### src/design/pcrc_pkg.sv
// Purpose: shared constants and carrier types for the programmable crc engine
// Assumes: one clock, no software bus; configuration arrives on plain ports
// Notes: widths and reset values live here only
package pcrc_pkg;
  // ------------------------------------------------------------
  // widths and field positions
  // ------------------------------------------------------------
  localparam int unsigned MAX_ORDER = 32;
  localparam int unsigned LEN_W = 5;
  localparam int unsigned LEN_LSB = 0;
  localparam int unsigned HALF_W = 16;
  // ------------------------------------------------------------
  // reset values
  // ------------------------------------------------------------
  localparam logic [31:0] STATE_RST = 32'h0000_0000;
  localparam logic [4:0] LEN_RST = 5'h00;

  // configuration carrier: control word two plus both mask halves
  typedef struct packed {
    logic [15:0] crc_control_two;
    logic [15:0] xor_mask_high;
    logic [15:0] xor_mask_low;
  } pcrc_cfg_s;

  // engine state machine
  typedef enum logic [0:0] {
    PCRC_IDLE = 1'b0,
    PCRC_RUN = 1'b1
  } pcrc_state_e;
endpackage

### src/design/pcrc_taps.sv
// Purpose: builds the feedback tap vector from mask and the top-term one-hot from length
// Assumes: length field holds order minus one
// Notes: purely combinational
`timescale 1ns/1ns
module pcrc_taps #(
  parameter int unsigned W = 32
) (
  input wire logic [W-1:0] mask,
  input wire logic [4:0] len_m1,
  output logic [W-1:0] taps,
  output logic [W-1:0] top_sel
);
  // ------------------------------------------------------------
  // tap decode
  // ------------------------------------------------------------
  // bit 0 is forced: the x^0 term always feeds back, mask bit 0 ignored
  assign taps = {mask[W-1:1], 1'b1}; // [RULE_05] [RULE_03] [RULE_04]
  // one-hot of the state bit that holds the top term; x^N needs no mask bit
  assign top_sel = W'(1) << len_m1; // [RULE_06] [RULE_07]
endmodule

### src/design/pcrc_engine.sv
// Purpose: programmable crc engine, one data bit per clock
// Assumes: configuration ports are static or on CLK; DATA_BIT is on CLK
// Notes: result is the low N bits of RESULT, upper bits zeroed on each step or clear; a held state is not re-trimmed
//
// Overview of operation
// [RULE_01] polynomials of any order up to 32, state and mask at most 32 bits
// [RULE_02] five bit length field in control word two bits 4:0 selects order
// [RULE_03] a set mask bit puts an xor at that state position
// [RULE_04] a clear mask bit applies no xor at that position
// [RULE_05] the x^0 term always feeds back; mask bit 0 is ignored
// [RULE_06] the top term of length N is always present regardless of mask
// [RULE_07] order 32 top term needs no mask storage bit
// [RULE_08] software writes order minus one: 01111 is 16, 11111 is 32
// [RULE_09] one data bit per clock shifts in; state clears on reset
`timescale 1ns/1ns
module pcrc_engine #(
  parameter int unsigned W = pcrc_pkg::MAX_ORDER
) (
  input wire logic CLK,
  input wire logic RSTN,
  input wire pcrc_pkg::pcrc_cfg_s CFG,
  input wire logic CLEAR,
  input wire logic DATA_VALID,
  input wire logic DATA_BIT,
  output logic [W-1:0] RESULT,
  output logic BUSY
);
  // ------------------------------------------------------------
  // configuration decode
  // ------------------------------------------------------------
  logic [4:0] len_m1;
  logic [W-1:0] mask;
  logic [W-1:0] taps;
  logic [W-1:0] top_sel;
  logic [W-1:0] len_mask;
  // order minus one, as software programs it
  assign len_m1 = CFG.crc_control_two[pcrc_pkg::LEN_LSB +: pcrc_pkg::LEN_W]; // [RULE_02] [RULE_08]
  assign mask = W'({CFG.xor_mask_high, CFG.xor_mask_low}); // [RULE_01]

  pcrc_taps #(
    .W(W)
  ) u_taps (
    .mask(mask),
    .len_m1(len_m1),
    .taps(taps),
    .top_sel(top_sel)
  );

  // ones over the low N bits; (top_sel<<1)-1 wraps cleanly at N=32
  assign len_mask = W'((top_sel << 1) - W'(1));

  // ------------------------------------------------------------
  // next state
  // ------------------------------------------------------------
  pcrc_pkg::pcrc_state_e state_q, state_d;
  logic [W-1:0] crc_q, crc_d;
  logic fb;
  logic [W-1:0] shifted;
  // feedback comes from the top term position, so x^N is always used
  assign fb = |(crc_q & top_sel) ^ DATA_BIT; // [RULE_06]
  // shifting within N bits; taps outside the length are masked off
  assign shifted = W'(crc_q << 1) & len_mask;
  assign crc_d = CLEAR ? W'(pcrc_pkg::STATE_RST) :
                 DATA_VALID ? (shifted ^ ({W{fb}} & taps & len_mask)) : crc_q; // [RULE_09] [RULE_03] [RULE_04]

  // state machine only reports activity; a gap of valid returns to idle
  always_comb begin
    case (state_q)
      pcrc_pkg::PCRC_IDLE: state_d = DATA_VALID ? pcrc_pkg::PCRC_RUN : pcrc_pkg::PCRC_IDLE;
      pcrc_pkg::PCRC_RUN: state_d = DATA_VALID ? pcrc_pkg::PCRC_RUN : pcrc_pkg::PCRC_IDLE;
      default: state_d = pcrc_pkg::PCRC_IDLE;
    endcase
  end

  // ------------------------------------------------------------
  // registers
  // ------------------------------------------------------------
  // state clears on reset so every checksum starts from a known seed
  always_ff @(posedge CLK or negedge RSTN) begin
    if (!RSTN) begin
      crc_q <= W'(pcrc_pkg::STATE_RST); // [RULE_09]
      state_q <= pcrc_pkg::PCRC_IDLE;
    end else begin
      crc_q <= crc_d;
      state_q <= state_d;
    end
  end

  assign RESULT = crc_q;
  assign BUSY = (state_q == pcrc_pkg::PCRC_RUN);

  // ------------------------------------------------------------
  // checks
  // ------------------------------------------------------------
  // reference step built term by term from mask and length, so the shift
  // check does not lean on the tap and length-mask wires that it guards
  function automatic logic [W-1:0] ref_step(
    input logic [W-1:0] cur,
    input logic [W-1:0] msk,
    input logic [4:0] lm1,
    input logic din
  );
    logic [W-1:0] nxt;
    logic fb_bit;
    nxt = '0;
    fb_bit = cur[lm1] ^ din;
    for (int k = 0; k < W; k++) begin
      if (k == 0) begin
        nxt[k] = fb_bit;
      end else if (k <= int'(lm1)) begin
        nxt[k] = cur[k-1] ^ (fb_bit & msk[k]);
      end
    end
    return nxt;
  endfunction

  property p_shift_taps;
    @(posedge CLK) disable iff (!RSTN)
    (DATA_VALID && !CLEAR) |=> RESULT == ref_step($past(RESULT), $past(mask),
      $past(len_m1), $past(DATA_BIT));
  endproperty
  a_shift_taps: assert property (p_shift_taps) else $error("crc step wrong"); // [RULE_03]

  property p_clear_tap;
    @(posedge CLK) disable iff (!RSTN)
    (DATA_VALID && !CLEAR && !fb) |=> ((RESULT ^ W'($past(crc_q) << 1)) & $past(len_mask)) == '0;
  endproperty
  a_clear_tap: assert property (p_clear_tap) else $error("xor without feedback"); // [RULE_04]

  property p_bit0;
    @(posedge CLK) disable iff (!RSTN)
    (DATA_VALID && !CLEAR) |=> RESULT[0] == $past(fb);
  endproperty
  a_bit0: assert property (p_bit0) else $error("x0 term missing"); // [RULE_05]

  // only a loaded state is trimmed; a held state keeps the length it was built with
  property p_width;
    @(posedge CLK) disable iff (!RSTN)
    (DATA_VALID || CLEAR) |=> (RESULT & ~$past(len_mask)) == '0;
  endproperty
  a_width: assert property (p_width) else $error("bits above length set"); // [RULE_02]

  property p_top;
    @(posedge CLK) disable iff (!RSTN)
    (DATA_VALID && !CLEAR && !DATA_BIT && (crc_q & top_sel) != '0) |=> RESULT[0];
  endproperty
  a_top: assert property (p_top) else $error("top term ignored"); // [RULE_06]

  property p_len32;
    @(posedge CLK) disable iff (!RSTN)
    (len_m1 == 5'h1f) |-> len_mask == {W{1'b1}};
  endproperty
  a_len32: assert property (p_len32) else $error("order 32 mask wrong"); // [RULE_07]

  property p_clear;
    @(posedge CLK) disable iff (!RSTN)
    CLEAR |=> RESULT == '0;
  endproperty
  a_clear: assert property (p_clear) else $error("clear failed"); // [RULE_09]

  property p_hold;
    @(posedge CLK) disable iff (!RSTN)
    (!DATA_VALID && !CLEAR) |=> $stable(RESULT);
  endproperty
  a_hold: assert property (p_hold) else $error("state moved while idle"); // [RULE_01]

  // ------------------------------------------------------------
  // activity, reset and decode checks
  // ------------------------------------------------------------
  // activity flag follows the strobe by one cycle; the release edge is skipped
  // because the state register is still held in reset there
  property p_busy;
    @(posedge CLK) disable iff (!RSTN)
    RSTN |=> BUSY == $past(DATA_VALID);
  endproperty
  a_busy: assert property (p_busy) else $error("busy does not follow valid"); // [RULE_09]

  property p_reset_idle;
    @(posedge CLK) disable iff (!RSTN)
    $rose(RSTN) |-> RESULT == '0 && !BUSY;
  endproperty
  a_reset_idle: assert property (p_reset_idle) else $error("reset left state"); // [RULE_09]

  // clear beats a data bit offered in the same cycle
  property p_clear_wins;
    @(posedge CLK) disable iff (!RSTN)
    (CLEAR && DATA_VALID) |=> RESULT == '0;
  endproperty
  a_clear_wins: assert property (p_clear_wins) else $error("data beat clear"); // [RULE_09]

  // order 16 programmed as 01111: low 16 bits live, top term in bit 15
  property p_len16;
    @(posedge CLK) disable iff (!RSTN)
    (len_m1 == 5'h0F) |-> len_mask == W'(32'h0000_FFFF) && top_sel[15];
  endproperty
  a_len16: assert property (p_len16) else $error("order 16 decode wrong"); // [RULE_02]

  // order 32 keeps its top term in the last state bit, no mask bit for it
  property p_top32;
    @(posedge CLK) disable iff (!RSTN)
    (len_m1 == 5'h1F) |-> top_sel[W-1];
  endproperty
  a_top32: assert property (p_top32) else $error("order 32 top term missing"); // [RULE_06]

  // mask bits 1 and up pass straight through; bit 0 always feeds back
  property p_taps_map;
    @(posedge CLK) disable iff (!RSTN)
    1'b1 |-> taps[0] && taps[W-1:1] == mask[W-1:1];
  endproperty
  a_taps_map: assert property (p_taps_map) else $error("tap map wrong"); // [RULE_03]

  property p_fb_zero;
    @(posedge CLK) disable iff (!RSTN)
    (DATA_VALID && !CLEAR && !fb) |=> !RESULT[0];
  endproperty
  a_fb_zero: assert property (p_fb_zero) else $error("x0 term without feedback"); // [RULE_05]

  // at order 32 the last state bit takes its neighbour plus its own tap
  property p_crc32;
    @(posedge CLK) disable iff (!RSTN)
    (len_m1 == 5'h1F && DATA_VALID && !CLEAR) |=> RESULT[W-1] ==
      ($past(RESULT[W-2]) ^ ($past(fb) & $past(mask[W-1])));
  endproperty
  a_crc32: assert property (p_crc32) else $error("order 32 top bit wrong"); // [RULE_07]
endmodule

### config.mk
export PLATFORM = sky130hd
export DESIGN_NAME = pcrc_engine
export DESIGN_NICKNAME = d
export VERILOG_FILES = /design/src/design/pcrc_pkg.sv /design/src/design/pcrc_taps.sv /design/src/design/pcrc_engine.sv
export SDC_FILE = /design/constraint.sdc
export NUM_CORES = 1
export LEC_CHECK = 0
export BUFFER_PORTS_ARGS = -buffer_cell sky130_fd_sc_hd__buf_4
export CAP_MARGIN = 20
export CORE_MARGIN = 4
export CORE_UTILIZATION = 40
export CTS_BUF_LIST = sky130_fd_sc_hd__clkbuf_8
export CTS_CLUSTER_DIAMETER = 60
export DETAILED_ROUTE_END_ITERATION = 10
export GPL_TIMING_DRIVEN = 0
export PLACE_DENSITY = 0.67
export SETUP_SLACK_MARGIN = 0.1
export SYNTH_ARGS = -nofsm -noshare
export SYNTH_HDL_FRONTEND = slang
export SYNTH_SLANG_ARGS = --single-unit
### constraint.sdc
create_clock -name CLK -period 2.2 [get_ports CLK]
set_input_delay 0.11 -clock CLK [delete_from_list [all_inputs] [get_ports CLK]]
set_output_delay 0.11 -clock CLK [all_outputs]
set_load 0.03 [all_outputs]
==> results.sh <==
export IMPL_dieArea_mm2=0.00845
export IMPL_slew_viol_final=0
export IMPL_grt_ovfl_total=0
export IMPL_cts_tree="done"
export IMPL_synth_top_cell_area_share=0.293
export IMPL_clk_pin_slew_ns=0.07
export IMPL_ys_seq_elements=33
export IMPL_end_kind="flip-flop"
export IMPL_synth_top_family_by_area="simple AND/OR/NAND/NOR gates"
export IMPL_status="finished, violations left"
export IMPL_wl_per_cell_um=20.5
export IMPL_route_antenna_remaining_nets=0
export IMPL_min_path_type="input pin to flip-flop"
export IMPL_vias_per_cell=6.04
export IMPL_synthCells=349
export IMPL_yosysUniqueCellTypes=56
export IMPL_post_route_period_util=1.10
export IMPL_fp_row_count=30
export IMPL_die_x_um=91.9
export IMPL_worst_r2r_path_depth=9
export IMPL_layout_common_cells="buf_4 (79), a21oi_1 (41), nand2_1 (40)"
export IMPL_hold_depth=2
export IMPL_synth_mux_area_frac=0.0324
export IMPL_areaGrowthSynthToFinish_pct=40.7
export IMPL_synth_async_reset_ratio=1.00
export IMPL_start_util=0.412
export IMPL_grt_usage=0.257
export IMPL_synth_simple_area_share=0.321
export IMPL_dp_hpwl_um=8260
export IMPL_met1_usage=0.352
export IMPL_power_density_mw_per_mm2=471
export IMPL_drt_pass1_iter_count=5
export IMPL_holdWs_ns=0.0721
export IMPL_fin_skew_ns=0.00545
export IMPL_holdPathEnd="RESULT[1]$_DFFE_PN0P_"
export IMPL_finalSetupViolCount=31
export IMPL_grt_use_met2=0.422
export IMPL_timing_rr_end="RESULT[9]$_DFFE_PN0P_"
export IMPL_fp_coreArea_mm2=0.00683
export IMPL_grt_pass1_vias=3230
export IMPL_tightest_slew_ns=0.690
export IMPL_synthAdderAreaFrac=0.00444
export IMPL_tns_ns=-5.26
export IMPL_dpl_cell_area_mm2=0.00353
export IMPL_drt_initial_drc_count=282
export IMPL_cts_htree_levels=2
export IMPL_drive_gt1_frac=0.323
export IMPL_hp_start="CLEAR"
export IMPL_route_vias_total=3234
export IMPL_use_met3=0.0427
export IMPL_cp_max_fo=10
export IMPL_cts_buffer_depth=2
export IMPL_synth_area_mm2=0.00282
export IMPL_totalPowerFinal_w=0.00187
export IMPL_relSlewSlack=0.540
export IMPL_fillers=640
export IMPL_antennaDiodeCount=0
export IMPL_seq_area_frac_synth=0.293
export IMPL_final_hold_viol_count=0
export IMPL_synth_largest_area_cell="dfrtp_1"
export IMPL_final_nets=492
export IMPL_root_buffer="clkbuf_8"
export IMPL_leakage_nw=1.95
export IMPL_r2r_start="RESULT[13]$_DFFE_PN0P_"
export IMPL_io_buffers=71
export IMPL_cap_violations=0
export IMPL_ys_top_cells_by_area="dfrtp_1 (29%), and4b_1 (9.2%), a21oi_1 (8.9%)"
export IMPL_place_congestion=0.930
export IMPL_clk_latency_ns=0.29
export IMPL_cp_start_kind="flip-flop"
export IMPL_synthXorXnorAreaFrac=0.00311
export IMPL_clock_sinks=33
export IMPL_fin_area_mm2=0.00396
export IMPL_antenna_found_initial=0
export IMPL_layout_commonest_cell="buf_4"
export IMPL_violations="negative setup slack"
export IMPL_synthFlopType="dfrtp_1"
export IMPL_die_h_um=91.9
export IMPL_ios=86
export IMPL_syn_area_per_cell_um2=8.07
export IMPL_setup_slack_ns=-0.213
export IMPL_grt_first_pass_wirelength_um=17200
export IMPL_wl_um=11000
export IMPL_grt_max_degree=34
export IMPL_drcViolationCount=0
export IMPL_crit_type="flip-flop to flip-flop"
export IMPL_ir_worst_vdd_uv=295
export IMPL_synthesis_nets=403
export IMPL_ys_warn_count=0
export IMPL_synth_compound_area_share=0.291
export IMPL_required_ns=2.37
export IMPL_min_period_ns=2.41
export IMPL_reg2reg_slack_ns=-0.21
export IMPL_grt_setup_unrepaired="true"
export IMPL_top_usage_layer="met2"
export IMPL_cts_buffers_inserted=5
export IMPL_worstPathArrival_ns=2.59
export IMPL_fmax_ghz=0.414
export IMPL_synth_enable_flop_cells=0
## critical path, cell delays in order, from the launching register on
cell,delay [ns]
dfrtp_1,0.44
mux2i_1,0.16
nor3_1,0.07
a2111o_1,0.45
o31a_1,0.30
a211oi_4,0.22
buf_6,0.18
buf_8,0.14
a21oi_1,0.07
a211o_1,0.27
## power by group
| group | leakage [nW] | internal (W) | switching (W) |
|---|---|---|---|
| Clock | 0.0626 | 0.000365 | 0.000249 |
| Sequential | 0.442 | 0.000632 | 0.0000379 |
| Combinational | 1.45 | 0.000256 | 0.000328 |
| Total | 1.95 | 0.00125 | 0.000615 |
## metrics by stage
stage	setup slack, ns	util	cells
finish	-0.213	0.580	535
global placement	-0.719	0.516	516
detailed placement	-0.688	0.516	516
global route	-0.303	0.580	535
CTS	-0.243	0.558	532
floorplan	-0.116	-	349
## cell families (layout without fill, tap and decap cells)
kind of cell	count (synthesis)	after routing
flops	33	33
xor+xnor	1	1
compound gates	122	122
fa+ha+maj	1	1
simple gates	148	148
buf+inv	35	125
mux	9	9
## what timing repair did
| item | 4_1_cts | 5_1_grt |
|---|---|---|
| buffers inserted | 6 | 1 |
| endpoints found under the hold margin | 34 | 0 |
| hold buffers | 2 | 0 |
| endpoints found under the setup margin | 32 | 32 |
| gates resized for setup | 25 | 29 |
| pin swaps | 5 | 24 |
| cloned | 0 | 2 |
## worst max-delay path by stage
stage	startpoint	endpoint	slack (ns)	cells past startpoint
floorplan	RESULT[25]$_DFFE_PN0P_	RESULT[11]$_DFFE_PN0P_	-0.12	8
global placement	CFG[34]	RESULT[21]$_DFFE_PN0P_	-0.72	13
detailed placement	CFG[34]	RESULT[21]$_DFFE_PN0P_	-0.69	13
CTS	RESULT[23]$_DFFE_PN0P_	RESULT[12]$_DFFE_PN0P_	-0.24	9
global route	RESULT[16]$_DFFE_PN0P_	RESULT[5]$_DFFE_PN0P_	-0.30	9
finish	RESULT[13]$_DFFE_PN0P_	RESULT[9]$_DFFE_PN0P_	-0.21	9
## sequential cells by signal, indices dropped and copies added (netlist names)
register,count
RESULT,32
BUSY,1
## cells in the mapped netlist, types with 3 or more instances
master,n
a21oi_1,50
nand3_1,6
o21ai_0,16
o32ai_1,3
nor2_1,21
inv_1,5
dfrtp_1,33
buf_1,3
and2_1,5
and4b_1,26
o31ai_1,3
a211oi_1,3
mux2i_1,8
buf_2,12
clkbuf_1,12
nand2_1,42
nor3_1,3
nand2b_1,7
nor2b_1,5
a211o_1,28
nand4b_1,3
nand3b_1,10
## layer usage
layer  share of wire  wire length (um)  vias to the layer above
met5               0                 0                        -
met4           0.017               182                        0
met3           0.068               743                       21
met2            0.46              5070                      128
met1            0.45              4980                     1587
li1                -                 -                     1498
## cell type report
cell class,instances,area (um2),area share
multi-input cells,281,1960,0.494
flip-flops and latches,33,833,0.210
repair buffers,82,667,0.168
plain buffers,29,245,0.0619
well taps,96,120,0.0303
clock buffers,6,82.6,0.0208
clock inverters,2,33.8,0.00852
inverters,6,22.5,0.00568
(Power assumes the default switching activity.)
